**config.mk**
```make
export PLATFORM = sky130hd
export DESIGN_NAME = diagnostic_alarm_flag_bank
export DESIGN_NICKNAME = d
export VERILOG_FILES = /design/src/logic/alarm_flag_pkg.sv /design/src/logic/alarm_compare_unit.sv /design/src/logic/diagnostic_alarm_flag_bank.sv
export VERILOG_INCLUDE_DIRS = /design/src /design/src/logic
export SDC_FILE = /design/constraint.sdc
export NUM_CORES = 1
export LEC_CHECK = 0
export BUFFER_PORTS_ARGS = -buffer_cell sky130_fd_sc_hd__buf_2
export CORE_UTILIZATION = 43
export CTS_BUF_LIST = sky130_fd_sc_hd__clkbuf_16
export DETAILED_ROUTE_END_ITERATION = 7
export GPL_ROUTABILITY_DRIVEN = 0
export PLACE_DENSITY_LB_ADDON = 0.2
export SYNTH_ARGS = -nofsm -noshare
export SYNTH_HDL_FRONTEND = slang
export SYNTH_HIERARCHICAL = 1
export SYNTH_SLANG_ARGS = --single-unit
```
**constraint.sdc**
```tcl
create_clock -name ref_clk -period 1.1 [get_ports ref_clk]
set_clock_uncertainty 0.2 [all_clocks]
set_input_delay 0.165 -clock ref_clk [delete_from_list [all_inputs] [get_ports ref_clk]]
set_output_delay 0.165 -clock ref_clk [all_outputs]
set_load 0.02 [all_outputs]
```
**src/logic/alarm_flag_consts.svh**
```systemverilog
// Constants for the diagnostic alarm flag bank
`ifndef ALARM_FLAG_CONSTS_SVH
`define ALARM_FLAG_CONSTS_SVH

`define DIAG_DEV_ADDR 7'h51
`define ALARM_PRIMARY_OFFSET 8'h70
`define ALARM_RX_POWER_OFFSET 8'h71
`define ALARM_RESET_VALUE 8'h00
`define ALARM_RX_RESERVED_MASK 8'h3F
`define RX_OVERLOAD_BIT 7
`define RX_LOSS_BIT 6
`define TEMP_OVER_BIT 7
`define TEMP_UNDER_BIT 6
`define SUPPLY_OVER_BIT 5
`define SUPPLY_UNDER_BIT 4
`define BIAS_OVER_BIT 3
`define BIAS_UNDER_BIT 2
`define TXPOWER_OVER_BIT 1
`define TXPOWER_UNDER_BIT 0
`define NUM_CHANNELS 5
`define RX_CHANNEL 4

`endif

```
**src/logic/alarm_flag_pkg.sv**
```systemverilog
// Types shared by the diagnostic alarm flag bank
package alarm_flag_pkg;

  // One monitored quantity: result and thresholds, upper bytes only
  typedef struct packed {
    logic [7:0] result_msb;
    logic [7:0] max_threshold_msb;
    logic [7:0] min_threshold_msb;
  } chan_sample_t;

  // Channel order: temperature, supply, bias, tx power, rx power
  typedef chan_sample_t [4:0] conv_set_t;

  typedef enum logic {
    AWAIT_FIRST,
    MONITORING
  } bank_state_t;

endpackage

```
**src/logic/alarm_compare_unit.sv**
```systemverilog
// Threshold comparison for one monitored channel
`timescale 1ns/10ps
`default_nettype none

module alarm_compare_unit
  import alarm_flag_pkg::*;
(
  // Channel sample
  input wire chan_sample_t sample,
  // Comparison outcome
  output logic over_max,
  output logic under_min
);

  // Strict compares: equal to a threshold is within limits
  assign over_max = sample.result_msb > sample.max_threshold_msb;
  assign under_min = sample.result_msb < sample.min_threshold_msb;

endmodule // alarm_compare_unit

`default_nettype wire

```
**src/logic/diagnostic_alarm_flag_bank.sv**
```systemverilog
// Alarm flag registers updated from each conversion result
//
// Contract
// [RQ1] Both alarm registers zero until first conversion
// [RQ2] After first conversion flags follow the comparisons
// [RQ3] Temperature above max sets primary bit 7
// [RQ4] Temperature below min sets primary bit 6
// [RQ5] Supply above max sets primary bit 5
// [RQ6] Supply below min sets primary bit 4
// [RQ7] Bias above max sets primary bit 3
// [RQ8] Bias below min sets primary bit 2
// [RQ9] Tx power above max sets bit 1
// [RQ10] Tx power below min sets bit 0
// [RQ11] Rx power above max sets overload bit 7
// [RQ12] Rx power below min sets loss bit 6
// [RQ13] Flag one while condition present, else zero
// [RQ14] Host writes zero to reserved rx bits
// [RQ15] Read-only registers at 0x70, 0x71, address 0x51
// [RQ16] Every conversion re-evaluates every flag
// [RQ17] Reserved rx register bits always read zero
`timescale 1ns/10ps
`default_nettype none
`include "alarm_flag_consts.svh"

module diagnostic_alarm_flag_bank
  import alarm_flag_pkg::*;
(
  // Clock and reset
  input wire logic ref_clk,
  input wire logic rst_n,
  // Conversion results and thresholds
  input wire logic conv_valid,
  input wire conv_set_t conv_data,
  // Register read port from the serial interface
  input wire logic rd_en,
  input wire logic [6:0] rd_dev_addr,
  input wire logic [7:0] rd_byte_addr,
  output logic rd_valid_reg,
  output logic rd_hit_reg,
  output logic [7:0] rd_data_reg,
  // Register write port from the serial interface
  input wire logic wr_en,
  input wire logic [6:0] wr_dev_addr,
  input wire logic [7:0] wr_byte_addr,
  input wire logic [7:0] wr_data,
  output logic wr_ignored_reg,
  output logic wr_reserved_err_reg,
  // Alarm state
  output logic [7:0] alarm_flags_primary_reg,
  output logic [7:0] alarm_flags_rx_power_reg,
  output logic first_conv_seen_reg
);

  // ==========================================================
  // Per-channel comparison
  // ==========================================================
  logic [`NUM_CHANNELS-1:0] over_w;
  logic [`NUM_CHANNELS-1:0] under_w;

  genvar c;
  generate
    for (c = 0; c < `NUM_CHANNELS; c = c + 1)
    begin : g_chan
      alarm_compare_unit u_cmp (
        .sample(conv_data[c]),
        .over_max(over_w[c]),
        .under_min(under_w[c])
      );
    end
  endgenerate

  // ==========================================================
  // Next flag values
  // ==========================================================
  logic [7:0] alarm_flags_primary_next;
  logic [7:0] alarm_flags_rx_power_next;

  always_comb
  begin
    alarm_flags_primary_next = `ALARM_RESET_VALUE;
    alarm_flags_primary_next[`TEMP_OVER_BIT] = over_w[0]; // [RQ3]
    alarm_flags_primary_next[`TEMP_UNDER_BIT] = under_w[0]; // [RQ4]
    alarm_flags_primary_next[`SUPPLY_OVER_BIT] = over_w[1]; // [RQ5]
    alarm_flags_primary_next[`SUPPLY_UNDER_BIT] = under_w[1]; // [RQ6]
    alarm_flags_primary_next[`BIAS_OVER_BIT] = over_w[2]; // [RQ7]
    alarm_flags_primary_next[`BIAS_UNDER_BIT] = under_w[2]; // [RQ8]
    alarm_flags_primary_next[`TXPOWER_OVER_BIT] = over_w[3]; // [RQ9]
    alarm_flags_primary_next[`TXPOWER_UNDER_BIT] = under_w[3]; // [RQ10]
  end

  always_comb
  begin
    // Reserved bits stay zero
    alarm_flags_rx_power_next = `ALARM_RESET_VALUE; // [RQ17]
    alarm_flags_rx_power_next[`RX_OVERLOAD_BIT] = over_w[`RX_CHANNEL]; // [RQ11]
    alarm_flags_rx_power_next[`RX_LOSS_BIT] = under_w[`RX_CHANNEL]; // [RQ12]
  end

  // ==========================================================
  // First-conversion tracking
  // ==========================================================
  bank_state_t state_reg;

  always_ff @(posedge ref_clk or negedge rst_n)
  begin
    if (!rst_n)
      state_reg <= AWAIT_FIRST;
    else
    begin
      case (state_reg)
        AWAIT_FIRST:
          if (conv_valid)
            state_reg <= MONITORING; // [RQ2]
        MONITORING:
          state_reg <= MONITORING;
        default:
          state_reg <= AWAIT_FIRST;
      endcase
    end
  end

  always_ff @(posedge ref_clk or negedge rst_n)
  begin
    if (!rst_n)
      first_conv_seen_reg <= 1'b0;
    else
      first_conv_seen_reg <= (state_reg == MONITORING) || conv_valid;
  end

  // ==========================================================
  // Alarm flag registers
  // ==========================================================
  // Flags only move on a conversion, so they read zero until the first one
  always_ff @(posedge ref_clk or negedge rst_n)
  begin
    if (!rst_n)
    begin
      alarm_flags_primary_reg <= `ALARM_RESET_VALUE; // [RQ1]
      alarm_flags_rx_power_reg <= `ALARM_RESET_VALUE; // [RQ1]
    end
    else if (conv_valid)
    begin
      // Full overwrite: a cleared condition clears its flag
      alarm_flags_primary_reg <= alarm_flags_primary_next; // [RQ13] [RQ16]
      alarm_flags_rx_power_reg <= alarm_flags_rx_power_next; // [RQ13] [RQ16]
    end
  end

  // ==========================================================
  // Register read port
  // ==========================================================
  logic rd_dev_match;

  assign rd_dev_match = rd_dev_addr == `DIAG_DEV_ADDR;

  always_ff @(posedge ref_clk or negedge rst_n)
  begin
    if (!rst_n)
    begin
      rd_valid_reg <= 1'b0;
      rd_hit_reg <= 1'b0;
      rd_data_reg <= `ALARM_RESET_VALUE;
    end
    else
    begin
      rd_valid_reg <= rd_en;
      rd_hit_reg <= 1'b0;
      rd_data_reg <= `ALARM_RESET_VALUE;
      if (rd_en && rd_dev_match)
      begin
        case (rd_byte_addr)
          `ALARM_PRIMARY_OFFSET:
          begin
            rd_hit_reg <= 1'b1;
            rd_data_reg <= alarm_flags_primary_reg; // [RQ15]
          end
          `ALARM_RX_POWER_OFFSET:
          begin
            rd_hit_reg <= 1'b1;
            rd_data_reg <= alarm_flags_rx_power_reg; // [RQ15]
          end
          default:
          begin
            rd_hit_reg <= 1'b0;
            rd_data_reg <= `ALARM_RESET_VALUE;
          end
        endcase
      end
    end
  end

  // ==========================================================
  // Register write port
  // ==========================================================
  // Writes never change the flags; they are only reported
  logic wr_to_bank;

  assign wr_to_bank = wr_en && (wr_dev_addr == `DIAG_DEV_ADDR) &&
                      ((wr_byte_addr == `ALARM_PRIMARY_OFFSET) ||
                       (wr_byte_addr == `ALARM_RX_POWER_OFFSET));

  always_ff @(posedge ref_clk or negedge rst_n)
  begin
    if (!rst_n)
      wr_ignored_reg <= 1'b0;
    else
      wr_ignored_reg <= wr_to_bank; // [RQ15]
  end

  always_ff @(posedge ref_clk or negedge rst_n)
  begin
    if (!rst_n)
      wr_reserved_err_reg <= 1'b0;
    else
      wr_reserved_err_reg <= wr_to_bank && (wr_byte_addr == `ALARM_RX_POWER_OFFSET) &&
                             ((wr_data & `ALARM_RX_RESERVED_MASK) != 8'h00); // [RQ14]
  end

  generate
    for (c = 0; c < 4; c = c + 1)
    begin : g_chk

    end
  endgenerate
endmodule // diagnostic_alarm_flag_bank

`default_nettype wire

```
[Word-level counts from Yosys, hierarchy flattened]
Index checks and enable logic that the tools add are counted.
Widths: inputs -> output; s select.
Word-level totals
  register bits: 24
  output and inout port bits: 29
  word-level logic and storage cells: 41
Operators by class
  magnitude comparators: 10
  equality and inequality tests: 6
  multiplexer cells: 6
  bitwise logic cells: 1
  reduce and logical (&&, ||, !) cells: 9
Operators by type and width (count)
  $gt 8x8->1: 5
  $lt 8x8->1: 5
  $eq 8x7->1 const B: 4
  $pmux 8 s2: 1
  $eq 7x7->1 const B: 2
  $mux 8: 1
  $reduce_bool 8->1: 1
  $logic_and 1x1->1: 5
  $mux 1: 3
  $logic_or 1x1->1: 2
  $pmux 1 s2: 1
  $reduce_or 2->1: 1
  $not 1->1: 1

[Logic depth before layout (Yosys ltp)]
  depth after elaboration: 5
  gate-level depth with buffers: 7
  gate-level depth less buffers: 7

[Modules after synthesis]
The synthesis kept the hierarchy.
By module, submodules not included
  alarm_compare_unit: instances 5, cells each 49, area each 375.4 µm², seq. area each 0.0 µm²
  diagnostic_alarm_flag_bank: instances 1, cells each 69, area each 954.7 µm², seq. area each 575.6 µm²

[Worst setup path after synthesis]
No wires, ideal clock.
  path kind: input-to-reg
  start: input conv_data[81] (netlist bit)
  end: register alarm_flags_primary_reg[1]
  setup time: 125 ps
  data arrival time: 1202 ps
  data required time: 775 ps
  path slack: -427 ps
  cell stages on the path: 7
  cells stage by stage: inv_1 ha_1 nor2b_1 o211ai_1 a21oi_1 o22a_1 mux2_2
On the way
  longest elaborated chain between the ends: 1
RTL lines
  start, declared: line diagnostic_alarm_flag_bank.sv:33  | input wire conv_set_t conv_data,
  $gt 8x8->1: line alarm_compare_unit.sv:16  | assign over_max = sample.result_msb > sample.max_threshold_msb;
  net alarm_flags_primary_next[1]: line diagnostic_alarm_flag_bank.sv:75  | logic [7:0] alarm_flags_primary_next;
  end signal, assigned: line diagnostic_alarm_flag_bank.sv:138  | alarm_flags_primary_reg <= `ALARM_RESET_VALUE;
  end signal, assigned: line diagnostic_alarm_flag_bank.sv:144  | alarm_flags_primary_reg <= alarm_flags_primary_next;
  end, declared: line diagnostic_alarm_flag_bank.sv:49  | output logic [7:0] alarm_flags_primary_reg,
The timed path passes the listed nets, and every way through them passes these cells.
A chain may end at the register's enable or synchronous reset.

[Worst setup path after layout]
  start: input conv_data[65] (netlist bit)
  end: register alarm_flags_primary_reg[3]
Same word-level chain as after synthesis.

==> results.toml <==
[finish]
layout-drive-gt1-share_pct = 60.4
multi_input_comb_area_um2 = 2540
antenna_cells_inserted = 0
post-route-util_pct = 83.6
fillCellCount = 353
layout.area.seq_um2 = 576
area_delta_synth_final_pct = 87.5
fin_nets = 775

[logic_synthesis]
synth_compound_gate_area_share_pct = 17.2
netlist_instances = 314
mappedNetlistArea_um2 = 2830
synth_mux_area_share_pct = 4.68
yosys_warnings = 6
share_of_synthesized_flip_flops_with_an_asynchronous_set_or_reset_pct = 100
post_synth_num_cell_types = 34
synth_simple_gate_area_share_pct = 12.6
synth-seq-area-share_pct = 20.3
main_combinational_cell_family_by_area_after_synthesis = "adder cells"
synth.top_cells.by_area = "sky130_fd_sc_hd__ha_1, sky130_fd_sc_hd__dfrtp_1, sky130_fd_sc_hd__inv_1"
fraction_of_synthesized_cell_area_taken_by_the_top_area_cell_type_pct = 33.1
ys.flop_type = "sky130_fd_sc_hd__dfrtp_1"
synth-seq-cells = 23
synth-edff-count = 0
synth-adder-area-share_pct = 33.1
synthXorXnorAreaFrac_pct = 0
postSynthAreaPerCell_um2 = 9.02
synth_area_leader_cell = "sky130_fd_sc_hd__ha_1"

[clocking]
cts_buffer_depth = 2
clock_root_buffer = "sky130_fd_sc_hd__clkbuf_16"
clkSlewWorstSetupHoldPaths_ns = 0.06
clock_latency_ns = 0.25
cts_buffers = 3
tritoncts = "built"
cts-htree-levels = 1
cts.sink_count = 23
cts.hold.buffers_added = 3

[placed_design]
pre_cts_slack_ns = -0.587
dpl.hpwl_mm = 6.72
io_buffers = 183

[pwr]
p_total_uw = 3770
leak_uw = 0.00280
irDropWorstVdd_mv = 0.593
pwr_density_cell_nw_per_um2 = 709

[run]
maximum_capacitance_violations = 0

[die]
ios = 192
placeableCoreArea_um2 = 6350
die_area_um2 = 6910
die_y_um = 83.1
starting_density_of_the_core_pct = 44.6
floorplan_die_width_um = 83.1
number_of_placement_rows = 29

[critical_path]
critical_path_arrival_ns = 1.32
worst-path-max-fanout = 2
worstReg2RegStart = "alarm_flags_primary_reg[2]"
cp-end-kind = "flip-flop"
timing.reg2reg.worst_path_depth = 2
reg2reg_slack_ns = -0.03
critPathLaunchType = "input port"
timing.rr.end = "alarm_flags_primary_reg[2]"
timing_worst_setup_path_type = "input port to flip-flop"
timing.critical_path.required_ns = 1.04

[global_route]
overflow = 0
grt.busiest_layer = "met2"
grt_max_degree = 24
initial_antenna_violation_count = 0
grt_util_met1_pct = 25.4
first_pass_grt_wire_length_mm = 14.5
grt_util_met2_pct = 53.8
global_route.usage.met3_pct = 4.27
number_of_global_route_vias_before_repair = 3365
gr-usage-all-layers_pct = 25.7

[min_path]
min_path_cells = 3
hold_path_class = "input port to flip-flop"
hold_path_startpoint = "wr_byte_addr[2]"
worstHoldEndpoint = "wr_reserved_err_reg"

[drt]
drt_pre_antenna_iters = 4
final_antenna_net_count = 0
per_cell_routed_wire_length_um = 14.9
number_of_drc_violations_after_detailed_routing = 0
drt_first_iter_violations = 60
vias = 3148
detail_route.vias_per_cell = 5.14
totalWireLength_mm = 9.16

[timing]
setup_slack_ns = -0.284
finalSetupTns_ns = -2.96
slew_violations = 0
grt_setup_unrepaired = "true"
worst_hold_slack_ns = -0.0217
max_freq_mhz = 723
min_period_ns = 1.38
setup_violations = 34
post-route-period-util_pct = 126
timing_hold_violations_final = 1

[outcome]
outcome = "complete, but fails checks"
failed_checks = "negative hold slack, negative setup slack"
[report_power, final]
part           switching [uW]  total (uW)  internal, uW
combinational             863        2020          1160
clock                     294         782           489
sequential               54.0         966           912
[cell families (layout without fill, tap and decap cells)]
group,after synthesis,after routing
buffers and inverters,83,300
adders and majority gates,75,75
AOI/OAI and AO/OA,71,71
and+or+nand+nor,49,49
DFF,23,23
muxes,12,12
other,1,6
[cells in the final DEF, fill, tap and decap left out, drive strengths merged, types with 2 or more instances in the layout]
| cell | synthesis | layout |
|---|---|---|
| nand2 | 6 | 6 |
| nor4bb | 2 | 2 |
| nor3 | 2 | 2 |
| a211oi | 5 | 5 |
| clkbuf | 0 | 4 |
| buf | 7 | 216 |
| mux2i | 2 | 2 |
| dlygate4sd3 | 0 | 3 |
| mux2 | 10 | 10 |
| o22a | 5 | 5 |
| a21oi | 25 | 25 |
| o211ai | 10 | 10 |
| a41oi | 5 | 5 |
| a21o | 10 | 10 |
| nor2b | 5 | 5 |
| and2 | 6 | 6 |
| nor2 | 2 | 2 |
| nor4 | 2 | 2 |
| clkinv | 0 | 3 |
| ha | 75 | 75 |
| inv | 76 | 74 |
| and4b | 2 | 2 |
| dfrtp | 23 | 23 |
| conb | 1 | 6 |
| o21ai | 10 | 10 |
| nand2b | 5 | 5 |
| nand4 | 11 | 11 |
[cells in the mapped netlist (6+ instances only)]
| cell type | count |
|---|---|
| sky130_fd_sc_hd__dfrtp_1 | 23 |
| sky130_fd_sc_hd__mux2_2 | 10 |
| sky130_fd_sc_hd__nand4_1 | 11 |
| sky130_fd_sc_hd__buf_4 | 6 |
| sky130_fd_sc_hd__a21o_1 | 10 |
| sky130_fd_sc_hd__o211ai_1 | 10 |
| sky130_fd_sc_hd__inv_1 | 76 |
| sky130_fd_sc_hd__nand2_1 | 6 |
| sky130_fd_sc_hd__a21oi_1 | 25 |
| sky130_fd_sc_hd__ha_1 | 75 |
| sky130_fd_sc_hd__and2_1 | 6 |
[worst max path at each step]
stage	from	slack (ns)	endpoint
floorplan	conv_data[89]	-0.36	alarm_flags_primary_reg[1]
global placement	conv_data[17]	-0.53	alarm_flags_primary_reg[7]
detailed placement	conv_data[17]	-0.59	alarm_flags_primary_reg[7]
CTS	conv_data[9]	-0.26	alarm_flags_primary_reg[7]
global route	conv_data[17]	-0.35	alarm_flags_primary_reg[7]
finish	conv_data[65]	-0.28	alarm_flags_primary_reg[3]
[what timing repair did]
action                                  CTS  global route
setup buffers                            12             2
resized for setup                       138            27
cloned                                    0             0
pin swaps                                44            26
endpoints found under the setup margin   40            63
endpoints found under the hold margin    25             1
[metal layers]
metal | part of all wire, % | wire length [um]
met1 | 35 | 3170
met2 | 57 | 5250
met3 | 5.4 | 494
met4 | 2.7 | 245
met5 | 0 | 0
[layout make-up]
| cell class | instances | area share (%) |
|---|---|---|
| Inverter | 76 | 7.26 |
| Sequential cell | 23 | 10.8 |
| Clock inverter | 1 | 0.0943 |
| Multi-Input combinational cell | 213 | 47.9 |
| Clock buffer | 3 | 1.41 |
| Tap cell | 77 | 1.81 |
| Timing Repair Buffer | 220 | 30.7 |
[worst max-delay path, cell delays in order]
cell	delay, ns
sky130_fd_sc_hd__buf_8	0.11
sky130_fd_sc_hd__ha_4	0.23
sky130_fd_sc_hd__nor2b_4	0.12
sky130_fd_sc_hd__o211ai_1	0.19
sky130_fd_sc_hd__a21oi_1	0.10
sky130_fd_sc_hd__o22a_1	0.16
sky130_fd_sc_hd__mux2_4	0.25
[through the flow]
stage,instance area (um^2),instances
after detailed placement,4460,592
after CTS,5170,611
after global placement,4460,592
after floorplan,3350,319
final,5310,613
after global routing,5310,613
Power figures use the tool's default switching activity.
